## config.mk

```make
export PLATFORM = sky130hd
export DESIGN_NAME = qpc_top
export DESIGN_NICKNAME = d
export VERILOG_FILES = /design/src/qpc_decode.v /design/src/qpc_sync.v /design/src/qpc_top.v
export VERILOG_INCLUDE_DIRS = /design/src
export SDC_FILE = /design/constraint.sdc
export NUM_CORES = 1
export LEC_CHECK = 0
export BUFFER_PORTS_ARGS = -buffer_cell sky130_fd_sc_hd__buf_2
export CAP_MARGIN = 15
export CORE_ASPECT_RATIO = 0.7
export CORE_UTILIZATION = 30
export DETAILED_ROUTE_END_ITERATION = 7
export SLEW_MARGIN = 40
export SYNTH_ARGS = -nofsm -noshare
export SYNTH_HDL_FRONTEND = slang
export SYNTH_SLANG_ARGS = --single-unit
```

## constraint.sdc

```tcl
create_clock -name aclk -period 3.8 [get_ports aclk]
set_input_delay 1.14 -clock aclk [delete_from_list [all_inputs] [get_ports aclk]]
set_output_delay 1.14 -clock aclk [all_outputs]
set_load 0.02 [all_outputs]
```

## src/qpc_defs.vh

```
// Constants for the quadrature position counter: offsets, fields, resets, mode codes
`ifndef QPC_DEFS_VH
`define QPC_DEFS_VH

// Register word indices on the AXI4-Lite bus; byte address is four times the index
`define QPC_OFS_CTRL        4'h0
`define QPC_OFS_FILT        4'h1
`define QPC_OFS_POS         4'h2
`define QPC_OFS_MAX         4'h3
`define QPC_OFS_STAT        4'h4
`define QPC_OFS_MASK        4'h5

// Encoder control register fields
`define QPC_CTRL_ERR_BIT    15
`define QPC_CTRL_DIR_BIT    11
`define QPC_CTRL_MODE_HI    10
`define QPC_CTRL_MODE_LO    8
`define QPC_CTRL_IRST_BIT   2

// Filter control register fields
`define QPC_FILT_COUNT_ERROR_IRQ_DISABLE_BIT   8

// Interrupt status and mask bit positions
`define QPC_IRQ_ERR         0
`define QPC_IRQ_INDEX       1
`define QPC_IRQ_MATCH       2
`define QPC_IRQ_W           3

// Mode codes
`define QPC_MODE_X2_INDEX   3'h4
`define QPC_MODE_X2_MATCH   3'h5
`define QPC_MODE_X4_INDEX   3'h6
`define QPC_MODE_X4_MATCH   3'h7

// Reset values and the all-ones compare value
`define QPC_RST_MODE        3'h0
`define QPC_RST_POS         16'h0000
`define QPC_RST_MAX         16'hffff
`define QPC_ALL_ONES        16'hffff

// AXI responses
`define QPC_RESP_OKAY       2'h0
`define QPC_RESP_SLVERR     2'h2

`endif

```

## src/qpc_decode.v

```verilog
// Quadrature decoder: count pulses, count direction and index edge
`timescale 1ns/1ps
module qpc_decode (
    input  wire aclk,
    input  wire aresetn,
    input  wire enable,
    input  wire x4_mode,
    input  wire phase_a,
    input  wire phase_b,
    input  wire index_in,
    output reg  count_pulse_ff,
    output reg  count_up_ff,
    output reg  direction_ff,
    output reg  index_rise_ff
);
    reg  a_prev_ff;
    reg  b_prev_ff;
    reg  i_prev_ff;
    wire a_edge;
    wire b_edge;
    reg  nxt_up;

    assign a_edge = phase_a ^ a_prev_ff;
    assign b_edge = phase_b ^ b_prev_ff;

    // Direction: A leading B counts up, A lagging B counts down
    always @* begin
        nxt_up = direction_ff;
        if (a_edge)
            nxt_up = phase_a ^ phase_b;
        else if (b_edge)
            nxt_up = ~(phase_a ^ phase_b);
    end

    // Edge history and registered decode results
    always @(posedge aclk) begin
        if (!aresetn) begin
            a_prev_ff      <= 1'b0;
            b_prev_ff      <= 1'b0;
            i_prev_ff      <= 1'b0;
            count_pulse_ff <= 1'b0;
            count_up_ff    <= 1'b1;
            direction_ff   <= 1'b1;
            index_rise_ff  <= 1'b0;
        end else begin
            a_prev_ff      <= phase_a;
            b_prev_ff      <= phase_b;
            i_prev_ff      <= index_in;
            // x2 counts A edges only, x4 counts both phases
            count_pulse_ff <= enable & (a_edge | (x4_mode & b_edge));
            count_up_ff    <= nxt_up;
            direction_ff   <= nxt_up;
            index_rise_ff  <= enable & index_in & ~i_prev_ff;
        end
    end
endmodule

```

## src/qpc_sync.v

```verilog
// Two-flop synchronisers for the encoder input pins
`timescale 1ns/1ps
module qpc_sync #(
    parameter WIDTH = 3
) (
    input  wire             aclk,
    input  wire             aresetn,
    input  wire [WIDTH-1:0] async_in,
    output wire [WIDTH-1:0] sync_out
);
    genvar i;

    // One two-stage chain per pin; stage one feeds only stage two
    generate
        for (i = 0; i < WIDTH; i = i + 1) begin : g_chain
            reg meta_ff;
            reg sync_ff;
            always @(posedge aclk) begin
                if (!aresetn) begin
                    meta_ff <= 1'b0;
                    sync_ff <= 1'b0;
                end else begin
                    meta_ff <= async_in[i];
                    sync_ff <= meta_ff;
                end
            end
            assign sync_out[i] = sync_ff;
        end
    endgenerate
endmodule

```

## src/qpc_top.v

```verilog
// Quadrature position counter with AXI4-Lite registers and interrupt
`timescale 1ns/1ps
`include "qpc_defs.vh"
module qpc_top (
    input  wire        aclk,
    input  wire        aresetn,
    input  wire [5:0]  s_axi_awaddr,
    input  wire        s_axi_awvalid,
    output reg         s_axi_awready,
    input  wire [31:0] s_axi_wdata,
    input  wire [3:0]  s_axi_wstrb,
    input  wire        s_axi_wvalid,
    output reg         s_axi_wready,
    output reg  [1:0]  s_axi_bresp,
    output reg         s_axi_bvalid,
    input  wire        s_axi_bready,
    input  wire [5:0]  s_axi_araddr,
    input  wire        s_axi_arvalid,
    output reg         s_axi_arready,
    output reg  [31:0] s_axi_rdata,
    output reg  [1:0]  s_axi_rresp,
    output reg         s_axi_rvalid,
    input  wire        s_axi_rready,
    input  wire        phase_a_input,
    input  wire        phase_b_input,
    input  wire        index_input,
    output reg         count_direction,
    output reg         irq
);
    // Register state
    reg  [2:0]  encoder_mode_field_ff;
    reg         index_reset_enable_ff;
    reg         count_error_flag_ff;
    reg         count_error_irq_disable_ff;
    reg  [15:0] position_count_ff;
    reg  [15:0] maximum_count_ff;
    reg  [`QPC_IRQ_W-1:0] irq_status_ff;
    reg  [`QPC_IRQ_W-1:0] irq_mask_ff;

    // Bus capture state
    reg         aw_have_ff;
    reg         w_have_ff;
    reg  [3:0]  aw_index_ff;
    reg  [31:0] wdata_ff;
    reg  [3:0]  wstrb_ff;

    // Synchronised pins and decoder outputs
    wire [2:0]  pins_sync;
    wire        cnt_pulse;
    wire        cnt_up;
    wire        dir_now;
    wire        index_rise;

    // Mode decode
    wire        enc_on;
    wire        x4_mode;
    wire        index_mode;
    wire        match_mode;

    // Next values
    reg  [15:0] nxt_pos;
    reg         nxt_err;
    reg  [`QPC_IRQ_W-1:0] nxt_set;
    reg  [15:0] stepped;
    wire        wr_go;
    wire        wr_ctrl;
    wire        wr_filt;
    wire        wr_pos;
    wire        wr_max;
    wire        wr_stat;
    wire        wr_mask;
    wire        wr_ok;
    wire [15:0] max_plus_one;

    // Merge byte lanes of the write data into a 16-bit register
    function [15:0] merge16;
        input [15:0] old_val;
        input [31:0] data;
        input [3:0]  strb;
        begin
            merge16 = old_val;
            if (strb[0])
                merge16[7:0] = data[7:0];
            if (strb[1])
                merge16[15:8] = data[15:8];
        end
    endfunction

    // True for the two index-reset mode codes
    function is_index_mode;
        input [2:0] mode;
        begin
            is_index_mode = (mode == `QPC_MODE_X2_INDEX) || (mode == `QPC_MODE_X4_INDEX);
        end
    endfunction

    // True for the two maximum-match mode codes
    function is_match_mode;
        input [2:0] mode;
        begin
            is_match_mode = (mode == `QPC_MODE_X2_MATCH) || (mode == `QPC_MODE_X4_MATCH);
        end
    endfunction

    // Read value of one register index
    function [31:0] read_reg;
        input [3:0] idx;
        begin
            read_reg = 32'h0000_0000;
            case (idx)
                `QPC_OFS_CTRL: begin
                    read_reg[`QPC_CTRL_ERR_BIT]  = count_error_flag_ff;
                    read_reg[`QPC_CTRL_DIR_BIT]  = dir_now;
                    read_reg[`QPC_CTRL_MODE_HI:`QPC_CTRL_MODE_LO] = encoder_mode_field_ff;
                    read_reg[`QPC_CTRL_IRST_BIT] = index_reset_enable_ff;
                end
                `QPC_OFS_FILT: read_reg[`QPC_FILT_COUNT_ERROR_IRQ_DISABLE_BIT] = count_error_irq_disable_ff;
                `QPC_OFS_POS:  read_reg[15:0] = position_count_ff;
                `QPC_OFS_MAX:  read_reg[15:0] = maximum_count_ff;
                `QPC_OFS_STAT: read_reg[`QPC_IRQ_W-1:0] = irq_status_ff;
                `QPC_OFS_MASK: read_reg[`QPC_IRQ_W-1:0] = irq_mask_ff;
                default:       read_reg = 32'h0000_0000;
            endcase
        end
    endfunction

    // Register index is known when it is one of the six words
    function idx_known;
        input [3:0] idx;
        begin
            idx_known = (idx <= `QPC_OFS_MASK);
        end
    endfunction

    // Encoder pins into the clock domain
    qpc_sync #(
        .WIDTH    (3)
    ) u_sync (
        .aclk     (aclk),
        .aresetn  (aresetn),
        .async_in ({index_input, phase_b_input, phase_a_input}),
        .sync_out (pins_sync)
    );

    // Mode field steers the decoder and the counter
    assign enc_on     = encoder_mode_field_ff[2];
    assign x4_mode    = encoder_mode_field_ff[1];
    assign index_mode = is_index_mode(encoder_mode_field_ff);
    assign match_mode = is_match_mode(encoder_mode_field_ff);

    qpc_decode u_decode (
        .aclk           (aclk),
        .aresetn        (aresetn),
        .enable         (enc_on),
        .x4_mode        (x4_mode),
        .phase_a        (pins_sync[0]),
        .phase_b        (pins_sync[1]),
        .index_in       (pins_sync[2]),
        .count_pulse_ff (cnt_pulse),
        .count_up_ff    (cnt_up),
        .direction_ff   (dir_now),
        .index_rise_ff  (index_rise)
    );

    // Write decode
    assign wr_go   = aw_have_ff & w_have_ff & ~s_axi_bvalid;
    assign wr_ok   = idx_known(aw_index_ff);
    assign wr_ctrl = wr_go & (aw_index_ff == `QPC_OFS_CTRL);
    assign wr_filt = wr_go & (aw_index_ff == `QPC_OFS_FILT);
    assign wr_pos  = wr_go & (aw_index_ff == `QPC_OFS_POS);
    assign wr_max  = wr_go & (aw_index_ff == `QPC_OFS_MAX);
    assign wr_stat = wr_go & (aw_index_ff == `QPC_OFS_STAT);
    assign wr_mask = wr_go & (aw_index_ff == `QPC_OFS_MASK);
    assign max_plus_one = maximum_count_ff + 16'h0001;

    // Counter next value, error detection and interrupt events
    always @* begin
        nxt_pos = position_count_ff;
        nxt_err = 1'b0;
        nxt_set = {`QPC_IRQ_W{1'b0}};
        stepped = cnt_up ? position_count_ff + 16'h0001
                         : position_count_ff - 16'h0001;
        if (index_rise) begin
            nxt_set[`QPC_IRQ_INDEX] = 1'b1;
        end
        if (index_mode && index_rise && index_reset_enable_ff) begin
            nxt_pos = `QPC_RST_POS;
        end else if (cnt_pulse) begin
            if (match_mode) begin
                // Reset on maximum match going up, reload going down
                if (cnt_up && position_count_ff == maximum_count_ff) begin
                    nxt_pos = `QPC_RST_POS;
                    nxt_set[`QPC_IRQ_MATCH] = 1'b1;
                end else if (!cnt_up && position_count_ff == `QPC_RST_POS) begin
                    nxt_pos = maximum_count_ff;
                    nxt_set[`QPC_IRQ_MATCH] = 1'b1;
                end else begin
                    nxt_pos = stepped;
                end
            end else begin
                // Index modes step freely; passing maximum going up or zero going down flags a count error and its interrupt
                nxt_pos = stepped;
                if (index_mode) begin
                    if ((cnt_up && stepped == max_plus_one) ||
                        (!cnt_up && stepped == `QPC_ALL_ONES)) begin
                        nxt_err = 1'b1;
                        nxt_set[`QPC_IRQ_ERR] = ~count_error_irq_disable_ff;
                    end
                end
            end
        end
    end

    // Control, counter and interrupt registers
    always @(posedge aclk) begin
        if (!aresetn) begin
            encoder_mode_field_ff      <= `QPC_RST_MODE;
            index_reset_enable_ff      <= 1'b0;
            count_error_flag_ff        <= 1'b0;
            count_error_irq_disable_ff <= 1'b0;
            position_count_ff          <= `QPC_RST_POS;
            maximum_count_ff           <= `QPC_RST_MAX;
            irq_status_ff              <= {`QPC_IRQ_W{1'b0}};
            irq_mask_ff                <= {`QPC_IRQ_W{1'b0}};
            irq                        <= 1'b0;
            count_direction            <= 1'b1;
        end else begin
            if (wr_ctrl && wstrb_ff[1]) begin
                encoder_mode_field_ff <= wdata_ff[`QPC_CTRL_MODE_HI:`QPC_CTRL_MODE_LO];
            end
            if (wr_ctrl && wstrb_ff[0]) begin
                index_reset_enable_ff <= wdata_ff[`QPC_CTRL_IRST_BIT];
            end
            // Hardware set wins over a software clear
            if (wr_ctrl && wstrb_ff[1]) begin
                count_error_flag_ff <= wdata_ff[`QPC_CTRL_ERR_BIT] | nxt_err;
            end else if (nxt_err) begin
                count_error_flag_ff <= 1'b1;
            end
            if (wr_filt && wstrb_ff[1]) begin
                count_error_irq_disable_ff <= wdata_ff[`QPC_FILT_COUNT_ERROR_IRQ_DISABLE_BIT];
            end
            position_count_ff <= wr_pos ? merge16(position_count_ff, wdata_ff, wstrb_ff)
                                        : nxt_pos;
            if (wr_max) begin
                maximum_count_ff <= merge16(maximum_count_ff, wdata_ff, wstrb_ff);
            end
            // Write one to clear; a new event in the same cycle stays set
            if (wr_stat && wstrb_ff[0]) begin
                irq_status_ff <= (irq_status_ff & ~wdata_ff[`QPC_IRQ_W-1:0]) | nxt_set;
            end else begin
                irq_status_ff <= irq_status_ff | nxt_set;
            end
            if (wr_mask && wstrb_ff[0]) begin
                irq_mask_ff <= wdata_ff[`QPC_IRQ_W-1:0];
            end
            irq             <= |(irq_status_ff & irq_mask_ff);
            count_direction <= dir_now;
        end
    end

    // AXI4-Lite write channels: address and data taken in either order
    always @(posedge aclk) begin
        if (!aresetn) begin
            s_axi_awready <= 1'b1;
            s_axi_wready  <= 1'b1;
            s_axi_bvalid  <= 1'b0;
            s_axi_bresp   <= `QPC_RESP_OKAY;
            aw_have_ff    <= 1'b0;
            w_have_ff     <= 1'b0;
            aw_index_ff   <= 4'h0;
            wdata_ff      <= 32'h0000_0000;
            wstrb_ff      <= 4'h0;
        end else begin
            if (s_axi_awvalid && s_axi_awready) begin
                aw_have_ff    <= 1'b1;
                aw_index_ff   <= s_axi_awaddr[5:2];
                s_axi_awready <= 1'b0;
            end
            if (s_axi_wvalid && s_axi_wready) begin
                w_have_ff    <= 1'b1;
                wdata_ff     <= s_axi_wdata;
                wstrb_ff     <= s_axi_wstrb;
                s_axi_wready <= 1'b0;
            end
            if (wr_go) begin
                aw_have_ff   <= 1'b0;
                w_have_ff    <= 1'b0;
                s_axi_bvalid <= 1'b1;
                s_axi_bresp  <= wr_ok ? `QPC_RESP_OKAY : `QPC_RESP_SLVERR;
            end
            // Reopen both channels once the response is taken
            if (s_axi_bvalid && s_axi_bready) begin
                s_axi_bvalid  <= 1'b0;
                s_axi_awready <= 1'b1;
                s_axi_wready  <= 1'b1;
            end
        end
    end

    // AXI4-Lite read channel: one cycle from address to data
    always @(posedge aclk) begin
        if (!aresetn) begin
            s_axi_arready <= 1'b1;
            s_axi_rvalid  <= 1'b0;
            s_axi_rdata   <= 32'h0000_0000;
            s_axi_rresp   <= `QPC_RESP_OKAY;
        end else begin
            if (s_axi_arvalid && s_axi_arready) begin
                s_axi_arready <= 1'b0;
                s_axi_rvalid  <= 1'b1;
                s_axi_rdata   <= read_reg(s_axi_araddr[5:2]);
                s_axi_rresp   <= idx_known(s_axi_araddr[5:2]) ? `QPC_RESP_OKAY
                                                               : `QPC_RESP_SLVERR;
            end else if (s_axi_rvalid && s_axi_rready) begin
                s_axi_rvalid  <= 1'b0;
                s_axi_arready <= 1'b1;
            end
        end
    end
endmodule

```

==> impl_metrics.py, run 1 <==
metrics = {
    "synth": {
        "synth_top_area_share_pct": 33.32,
        "synth_flop_cell": "dfxtp_1",
        "synth_area_leaders": "dfxtp_1 (33%), nand2_1 (6.1%), mux2i_1 (5.7%)",
        "synthCells": 731,
        "avgSynthCellArea_um2": 8.630,
        "ys_ff_latch": 105,
        "async_flop_share_pct": 0,
        "synth_edf_count": 0,
        "synth_area_leader_cell": "dfxtp_1",
        "ys.warnings.count": 0,
        "synth.distinct_cells": 70,
        "ys_seq_area_share_pct": 33.32,
        "syn-cell-area_mm2": 0.006309,
    },
    "worst_setup_path": {
        "critPathSlowestCell": "ha_1",
        "regToRegStartpoint": "u_decode.count_up_ff",
        "crit_type": "reg2reg",
        "path_delay_family": "compound AO/OA/AOI/OAI gates",
        "required_ns": 4.09,
        "reg2reg_slack_ns": 0.43,
        "max_stage_delay_ns": 0.46,
        "reg2reg_depth": 11,
        "crit_fanout": 10,
        "worst_setup_path_start_kind": "flop",
        "reg2reg_to": "count_error_flag_ff",
        "cp-end-kind": "flop",
        "path_cells": "inv_1 > buf_4 > ha_1 > a21oi_2 > o21ai_0 > nor2_1 > a211oi_2 > or2b_1 > a2111oi_4 > nand3_1 > a21oi_1",
        "worstPathArrival_ns": 3.66,
        "worst-path-buf-inv": 2,
    },
    "sta": {
        "fmax_mhz": 296.7,
        "finalSetupTns_ns": 0,
        "worst_slew_pin_slew_ns": 0.8731,
        "rsz0062_at_grt": "no",
        "fin_crit_sh_pct": 88.69,
        "drv_slew": 0,
        "min_period_ns": 3.370,
        "setup_violations": 0,
        "holdWs_ns": 0.4395,
        "finalHoldViolations": 0,
        "timing.slew.headroom_pct": 41.27,
        "final.setup_skew_ns": 0.01697,
    },
    "grt": {
        "grt_first_pass_wirelength_um": 28090,
        "grt_max_degree": 103,
        "antenna_found_initial": 2,
        "grt_overflow": 0,
        "grt_pass1_vias": 4966,
        "track_usage_pct": 16.70,
    },
    "clocking": {
        "postCtsHoldBufs": 0,
        "cts_tree": "done",
        "cts_made_buffers": 9,
        "clockBufferDepth": 2,
        "clock_sinks": 105,
        "post_cts_buffers": 0,
        "root_buffer": "clkbuf_16",
        "cts_resized": 0,
        "insertion_delay_ns": 0.36,
        "clkTransAtPathRegs_ns": 0.08,
        "ctsHtreeMaxLevel": 3,
    },
    "pwr": {
        "switchingPower_mw": 0.7421,
        "comb_power_share_pct": 13.3,
        "leakagePower_nw": 3.113,
        "netSwitchingFraction_pct": 29.89,
        "power_frac_seq_pct": 47.1,
        "p_total_mw": 2.483,
        "irDropWorstVdd_mv": 0.2945,
        "powerDensity_mw_per_mm2": 352.8,
        "p_int_mw": 1.741,
        "clock_power_share_pct": 39.5,
    },
    "die": {
        "io_pins": 101,
        "dieArea_mm2": 0.02162,
        "rows": 43,
        "fp.dieW_um": 175.3,
        "coreArea_mm2": 0.02018,
        "die_h_um": 123.3,
        "initial_core_util_pct": 31.27,
    },
    "hold_path": {
        "hold_depth": 1,
        "min_from": "u_sync.g_chain[2].meta_ff",
        "whs_endpoint": "u_sync.g_chain[2].sync_ff",
        "worstHoldPathType": "reg2reg",
    },
    "finish": {
        "drive_gt1_share_pct": 13.80,
        "num_antenna_cells": 0,
        "fin_nets": 838,
        "fin_cells": 1038,
        "nFillCells": 2115,
        "area_growth_syn_to_layout_pct": 11.56,
    },
    "routing": {
        "drtIter0Drc": 506,
        "avgViaCountPerCell": 5.266,
        "wirelength_um": 17490,
        "vias": 5466,
        "antenna_left": 0,
        "wl_per_cell_um": 16.85,
        "first_pass_iters": 5,
        "drc": 0,
    },
    "place": {
        "port_buffers": 60,
        "dp_hpwl_um": 12880,
        "dp.cells": 1022,
        "gp_congestion": 0.8920,
    },
    "flow_run": {
        "maxCapViolCount": 0,
    },
    "run_status": {
        "status": "finished, final reports clean",
    },
}
worst max path at each step:
stage | start | endpoint | slack (ns) | cells after the start
3_3_place_gp | u_decode.count_up_ff | count_error_flag_ff | 0.63 | 11
6_report | u_decode.count_up_ff | count_error_flag_ff | 0.43 | 11
3_5_place_dp | u_decode.count_up_ff | count_error_flag_ff | 0.52 | 11
2_1_floorplan | u_decode.count_up_ff | count_error_flag_ff | 0.66 | 11
4_1_cts | u_decode.count_up_ff | count_error_flag_ff | 0.50 | 11
5_1_grt | u_decode.count_up_ff | count_error_flag_ff | 0.25 | 11
per-layer routing:
layer | vias up | wire length [um] | GRT usage, %
li1 | 2642 | - | -
met1 | 2641 | 9220 | 25.58
met2 | 171 | 6946 | 24.28
met3 | 12 | 1213 | 2.891
met4 | 0 | 106 | 2.826
met5 | - | 0 | 0
registers in the layout (all words and copies together) (netlist names), 2 cells and up:
signal,count
aw_index_ff,4
irq_status_ff,3
maximum_count_ff,16
position_count_ff,16
u_sync.g_chain.sync_ff,3
encoder_mode_field_ff,3
wdata_ff,16
s_axi_rdata,16
u_sync.g_chain.meta_ff,3
wstrb_ff,2
irq_mask_ff,3
logic make-up (layout without fill, tap and decap cells):
family / Yosys count / in the layout / share of synthesized area, %
buf+inv: 76 / 96 / 6.267
xor+xnor: 59 / 59 / 9.103
mux: 43 / 43 / 7.140
fa+ha+maj: 17 / 17 / 3.491
compound gates: 160 / 160 / 19.62
flops: 105 / 105 / 33.32
other cells: 1 / 18 / 0.05944
simple gates: 270 / 270 / 21.00
cells in the mapped netlist, drive strengths merged, types with 13 or more instances:
master	count
buf	25
xnor2	24
a21boi	26
nor2	33
nor2b	20
and2	16
mux2i	36
o21ai	16
nand2	103
nand3	26
a21oi	30
nor4	13
dfxtp	105
nor3	16
o211ai	14
xor2	31
clkbuf	38
o211a	15
ha	16
worst reg2reg max path: cells and delay by family (launching register included):
family,cells,cell delay [ns]
compound gates,5,1.54
simple gates,3,0.54
fa+ha+maj,1,0.46
buf+inv,2,0.44
flops,1,0.34
power groups by stage:
stage | Clock, mW | Sequential [mW] | Combinational, mW
CTS | 0.998 | 1.17 | 0.330
global placement | 0 | 1.19 | 0.326
detailed placement | 0 | 1.20 | 0.328
finish | 0.981 | 1.17 | 0.331
floorplan | 0 | 1.20 | 0.242
global route | 1.05 | 1.18 | 0.364
cells in the final DEF, fill, tap and decap left out, types with 7 or more instances in the layout:
cell,n
a21boi_0,26
a21oi_1,29
a221oi_1,8
a22oi_1,9
and2_1,15
and3_1,7
buf_2,60
buf_4,7
clkbuf_16,9
conb_1,18
dfxtp_1,105
ha_1,16
inv_1,12
mux2i_1,36
nand2_1,103
nand3_1,26
nand4_1,9
nor2_1,33
nor2b_1,20
nor3_1,16
nor3b_1,10
nor4_1,13
o211a_1,15
o211ai_1,13
o21ai_0,16
xnor2_1,24
xor2_1,31
stage by stage:
stage | instance area (um^2) | setup slack, ns | utilization, %
after floorplan | 6372 | 0.6581 | -
after global placement | 6720 | 0.6254 | 33.31
after detailed placement | 6720 | 0.5222 | 33.31
after CTS | 7033 | 0.4984 | 34.86
after global routing | 7038 | 0.2465 | 34.88
final | 7038 | 0.4298 | 34.88
cell type report:
cell class | instances | area (um^2) | area share, %
multi-input cells | 567 | 3876 | 55.08
clock inverters | 7 | 87.58 | 1.244
repair buffers | 68 | 364.1 | 5.173
inverters | 12 | 45.04 | 0.6400
well taps | 270 | 337.8 | 4.800
flip-flops and latches | 105 | 2102 | 29.87
clock buffers | 9 | 225.2 | 3.200
Note: power is estimated with default switching activity, not from simulation.
==> run 2: changes to the inputs <==
ABC_AREA = 1   (was default)
CTS_CLUSTER_DIAMETER = 100   (was default)
==> run 2 against run 1 <==
Against the previous run: the flow now finishes with violations (design-rule violations); sequential power hardly changed; critical path depth is 5 higher; cell count is 34% higher; routed wire length is 35% higher; clock power is 2.1% lower; power is 1.6% higher; synthesized area is 4.7% higher.
==> impl_metrics.py, run 2 <==
metrics = {
    "synth": {
        "synthXorXnorAreaFrac_pct": 1.459,
        "synth_area_leaders": "dfxtp_1 (32%), nand2_1 (16%), inv_1 (7.8%)",
        "synth-simple-area-share_pct": 33.84,
        "synthMuxAreaShare_pct": 0.1516,
        "synth.distinct_cells": 45,
        "yosys.area_share.adder_pct": 3.335,
        "synth_compound_area_share_pct": 17.62,
        "ys_ff_latch": 105,
        "syn-cell-area_mm2": 0.006604,
        "avgSynthCellArea_um2": 6.289,
        "synth_flop_cell": "dfxtp_1",
        "synth_top_family_by_area": "simple AND/OR/NAND/NOR gates",
        "synth_edf_count": 0,
        "yosys-top-cells-count": "nand2_1 (283), inv_1 (138), nor2_1 (121)",
        "synthCells": 1050,
        "yosysMostFrequentCell": "nand2_1",
        "async_flop_share_pct": 0,
        "ys_seq_area_share_pct": 31.83,
        "ys.warnings.count": 0,
        "synth_area_leader_cell": "dfxtp_1",
        "synth_top_area_share_pct": 31.83,
    },
    "place": {
        "dp_hpwl_um": 18610,
        "gp_congestion": 1.012,
        "port_buffers": 60,
        "dp.cells": 1379,
    },
    "die": {
        "initial_core_util_pct": 30.54,
        "coreArea_mm2": 0.02162,
        "dieArea_mm2": 0.02262,
        "io_pins": 101,
        "die_h_um": 126.1,
        "rows": 45,
        "fp.dieW_um": 179.3,
    },
    "run_status": {
        "violations": "design-rule violations",
        "status": "finished, violations left",
    },
    "routing": {
        "drc": 6,
        "antenna_left": 0,
        "vias": 7146,
        "drtIter0Drc": 887,
        "first_pass_iters": 8,
        "wirelength_um": 23550,
        "avgViaCountPerCell": 5.123,
        "wl_per_cell_um": 16.88,
    },
    "grt": {
        "track_usage_pct": 20.98,
        "grt_first_pass_wirelength_um": 35900,
        "grt_util_met2_pct": 25.70,
        "grt_overflow": 0,
        "grt_max_degree": 86,
        "grt_use_met3_pct": 6.643,
        "grt_pass1_vias": 6157,
        "antenna_found_initial": 0,
        "grt.busiest_layer": "met1",
        "grtUsageMet1_pct": 33.92,
    },
    "sta": {
        "fin_crit_sh_pct": 88.28,
        "finalHoldViolations": 0,
        "drv_slew": 0,
        "rsz0062_at_grt": "no",
        "fmax_mhz": 298.1,
        "min_period_ns": 3.355,
        "worst_slew_pin_slew_ns": 0.8264,
        "timing.slew.headroom_pct": 44.91,
        "final.setup_skew_ns": 0.01484,
        "finalSetupTns_ns": 0,
        "setup_violations": 0,
    },
    "worst_setup_path": {
        "required_ns": 4.08,
        "critPathSlowestCell": "dfxtp_1",
        "path_cells": "clkinv_1 > buf_4 > fa_1 > nand2_1 > nand2_1 > nand3_1 > nand2_1 > nand2_1 > nand3_1 > nor2_1 > nand3_1 > nor2_1 > nand3_1 > o21bai_1 > nand3_1 > a21oi_1",
        "path_delay_family": "simple AND/OR/NAND/NOR gates",
        "worstPathArrival_ns": 3.63,
        "worst-path-buf-inv": 2,
        "crit_fanout": 9,
        "cp-end-kind": "flop",
        "worst_setup_path_start_kind": "flop",
        "max_stage_delay_ns": 0.50,
        "crit_type": "reg2reg",
        "cp_common_cell": "nand3_1",
    },
    "finish": {
        "num_antenna_cells": 0,
        "area_growth_syn_to_layout_pct": 13.26,
        "final_cell_mix": "nand2_1 (283), inv_1 (138), nor2_1 (121)",
        "final_common_cell": "nand2_1",
        "fin_cells": 1395,
        "fin_nets": 1183,
        "drive_gt1_share_pct": 9.075,
    },
    "clocking": {
        "insertion_delay_ns": 0.35,
        "clockBufferDepth": 2,
        "cts_resized": 0,
        "postCtsHoldBufs": 0,
        "ctsHtreeMaxLevel": 3,
        "cts_tree": "done",
        "clock_sinks": 105,
        "cts_made_buffers": 9,
        "root_buffer": "clkbuf_16",
        "clkTransAtPathRegs_ns": 0.08,
        "post_cts_buffers": 0,
    },
    "pwr": {
        "irDropWorstVdd_mv": 0.1987,
        "leakagePower_nw": 3.836,
        "powerDensity_mw_per_mm2": 337.3,
        "p_total_mw": 2.523,
    },
    "flow_run": {
        "maxCapViolCount": 0,
    },
    "hold_path": {
        "worstHoldPathType": "reg2reg",
    },
}
run 2: report_power, final:
group / internal, mW / total (mW) / switching, mW
sequential: 1.14 / 1.19 / 0.0493
combinational: 0.119 / 0.370 / 0.251
clock: 0.487 / 0.960 / 0.473
run 2: final timing paths:
path	cells past startpoint	endpoint	start	slack (ns)
setup / recovery	16	irq_status_ff[0]	u_decode.count_up_ff	0.45
hold / removal	2	u_sync.g_chain[0].sync_ff	u_sync.g_chain[0].meta_ff	0.43
setup reg to reg	16	irq_status_ff[0]	u_decode.count_up_ff	0.45
hold reg to reg	2	u_sync.g_chain[0].sync_ff	u_sync.g_chain[0].meta_ff	0.43
run 2: tightest hold or removal path: cells and delay by family (launching register included):
kind	cells	cell delay (ns)
AND/OR/NAND/NOR	1	0.05
buffers and inverters	1	0.04
flip-flops	1	0.31
run 2: cell families after synthesis:
logic type / count (synthesis)
mux: 1
fa+ha+maj: 17
compound gates: 202
xor+xnor: 11
flops: 105
buf+inv: 186
simple gates: 527
other cells: 1
run 2: per-layer routing:
metal,share of wire [%],up-vias
li1,-,3527
met1,51,3241
met2,35,352
met3,12,26
met4,1.5,0
met5,0,-
run 2: final cells by class:
type / count / area [um^2]
fill: 2402 / 14140
tap: 282 / 352.8
clock buffer: 10 / 239.0
inverter: 146 / 553.0
clock inverter: 6 / 65.06
multi-input combinational: 776 / 3792
sequential: 105 / 2102
timing repair buffer: 70 / 375.4
run 2: through the flow:
step | area, um^2 | setup WS, ns | utilization, % | hold WS [ns]
after detailed placement | 7176 | 0.5945 | 33.19 | 0.4067
after global routing | 7480 | 0.2346 | 34.59 | 0.4439
after floorplan | 6668 | 1.188 | - | 0.3753
final | 7480 | 0.4454 | 34.59 | 0.4279
after global placement | 7176 | 0.6118 | 33.19 | 0.3992
after CTS | 7480 | 0.5318 | 34.59 | 0.4250
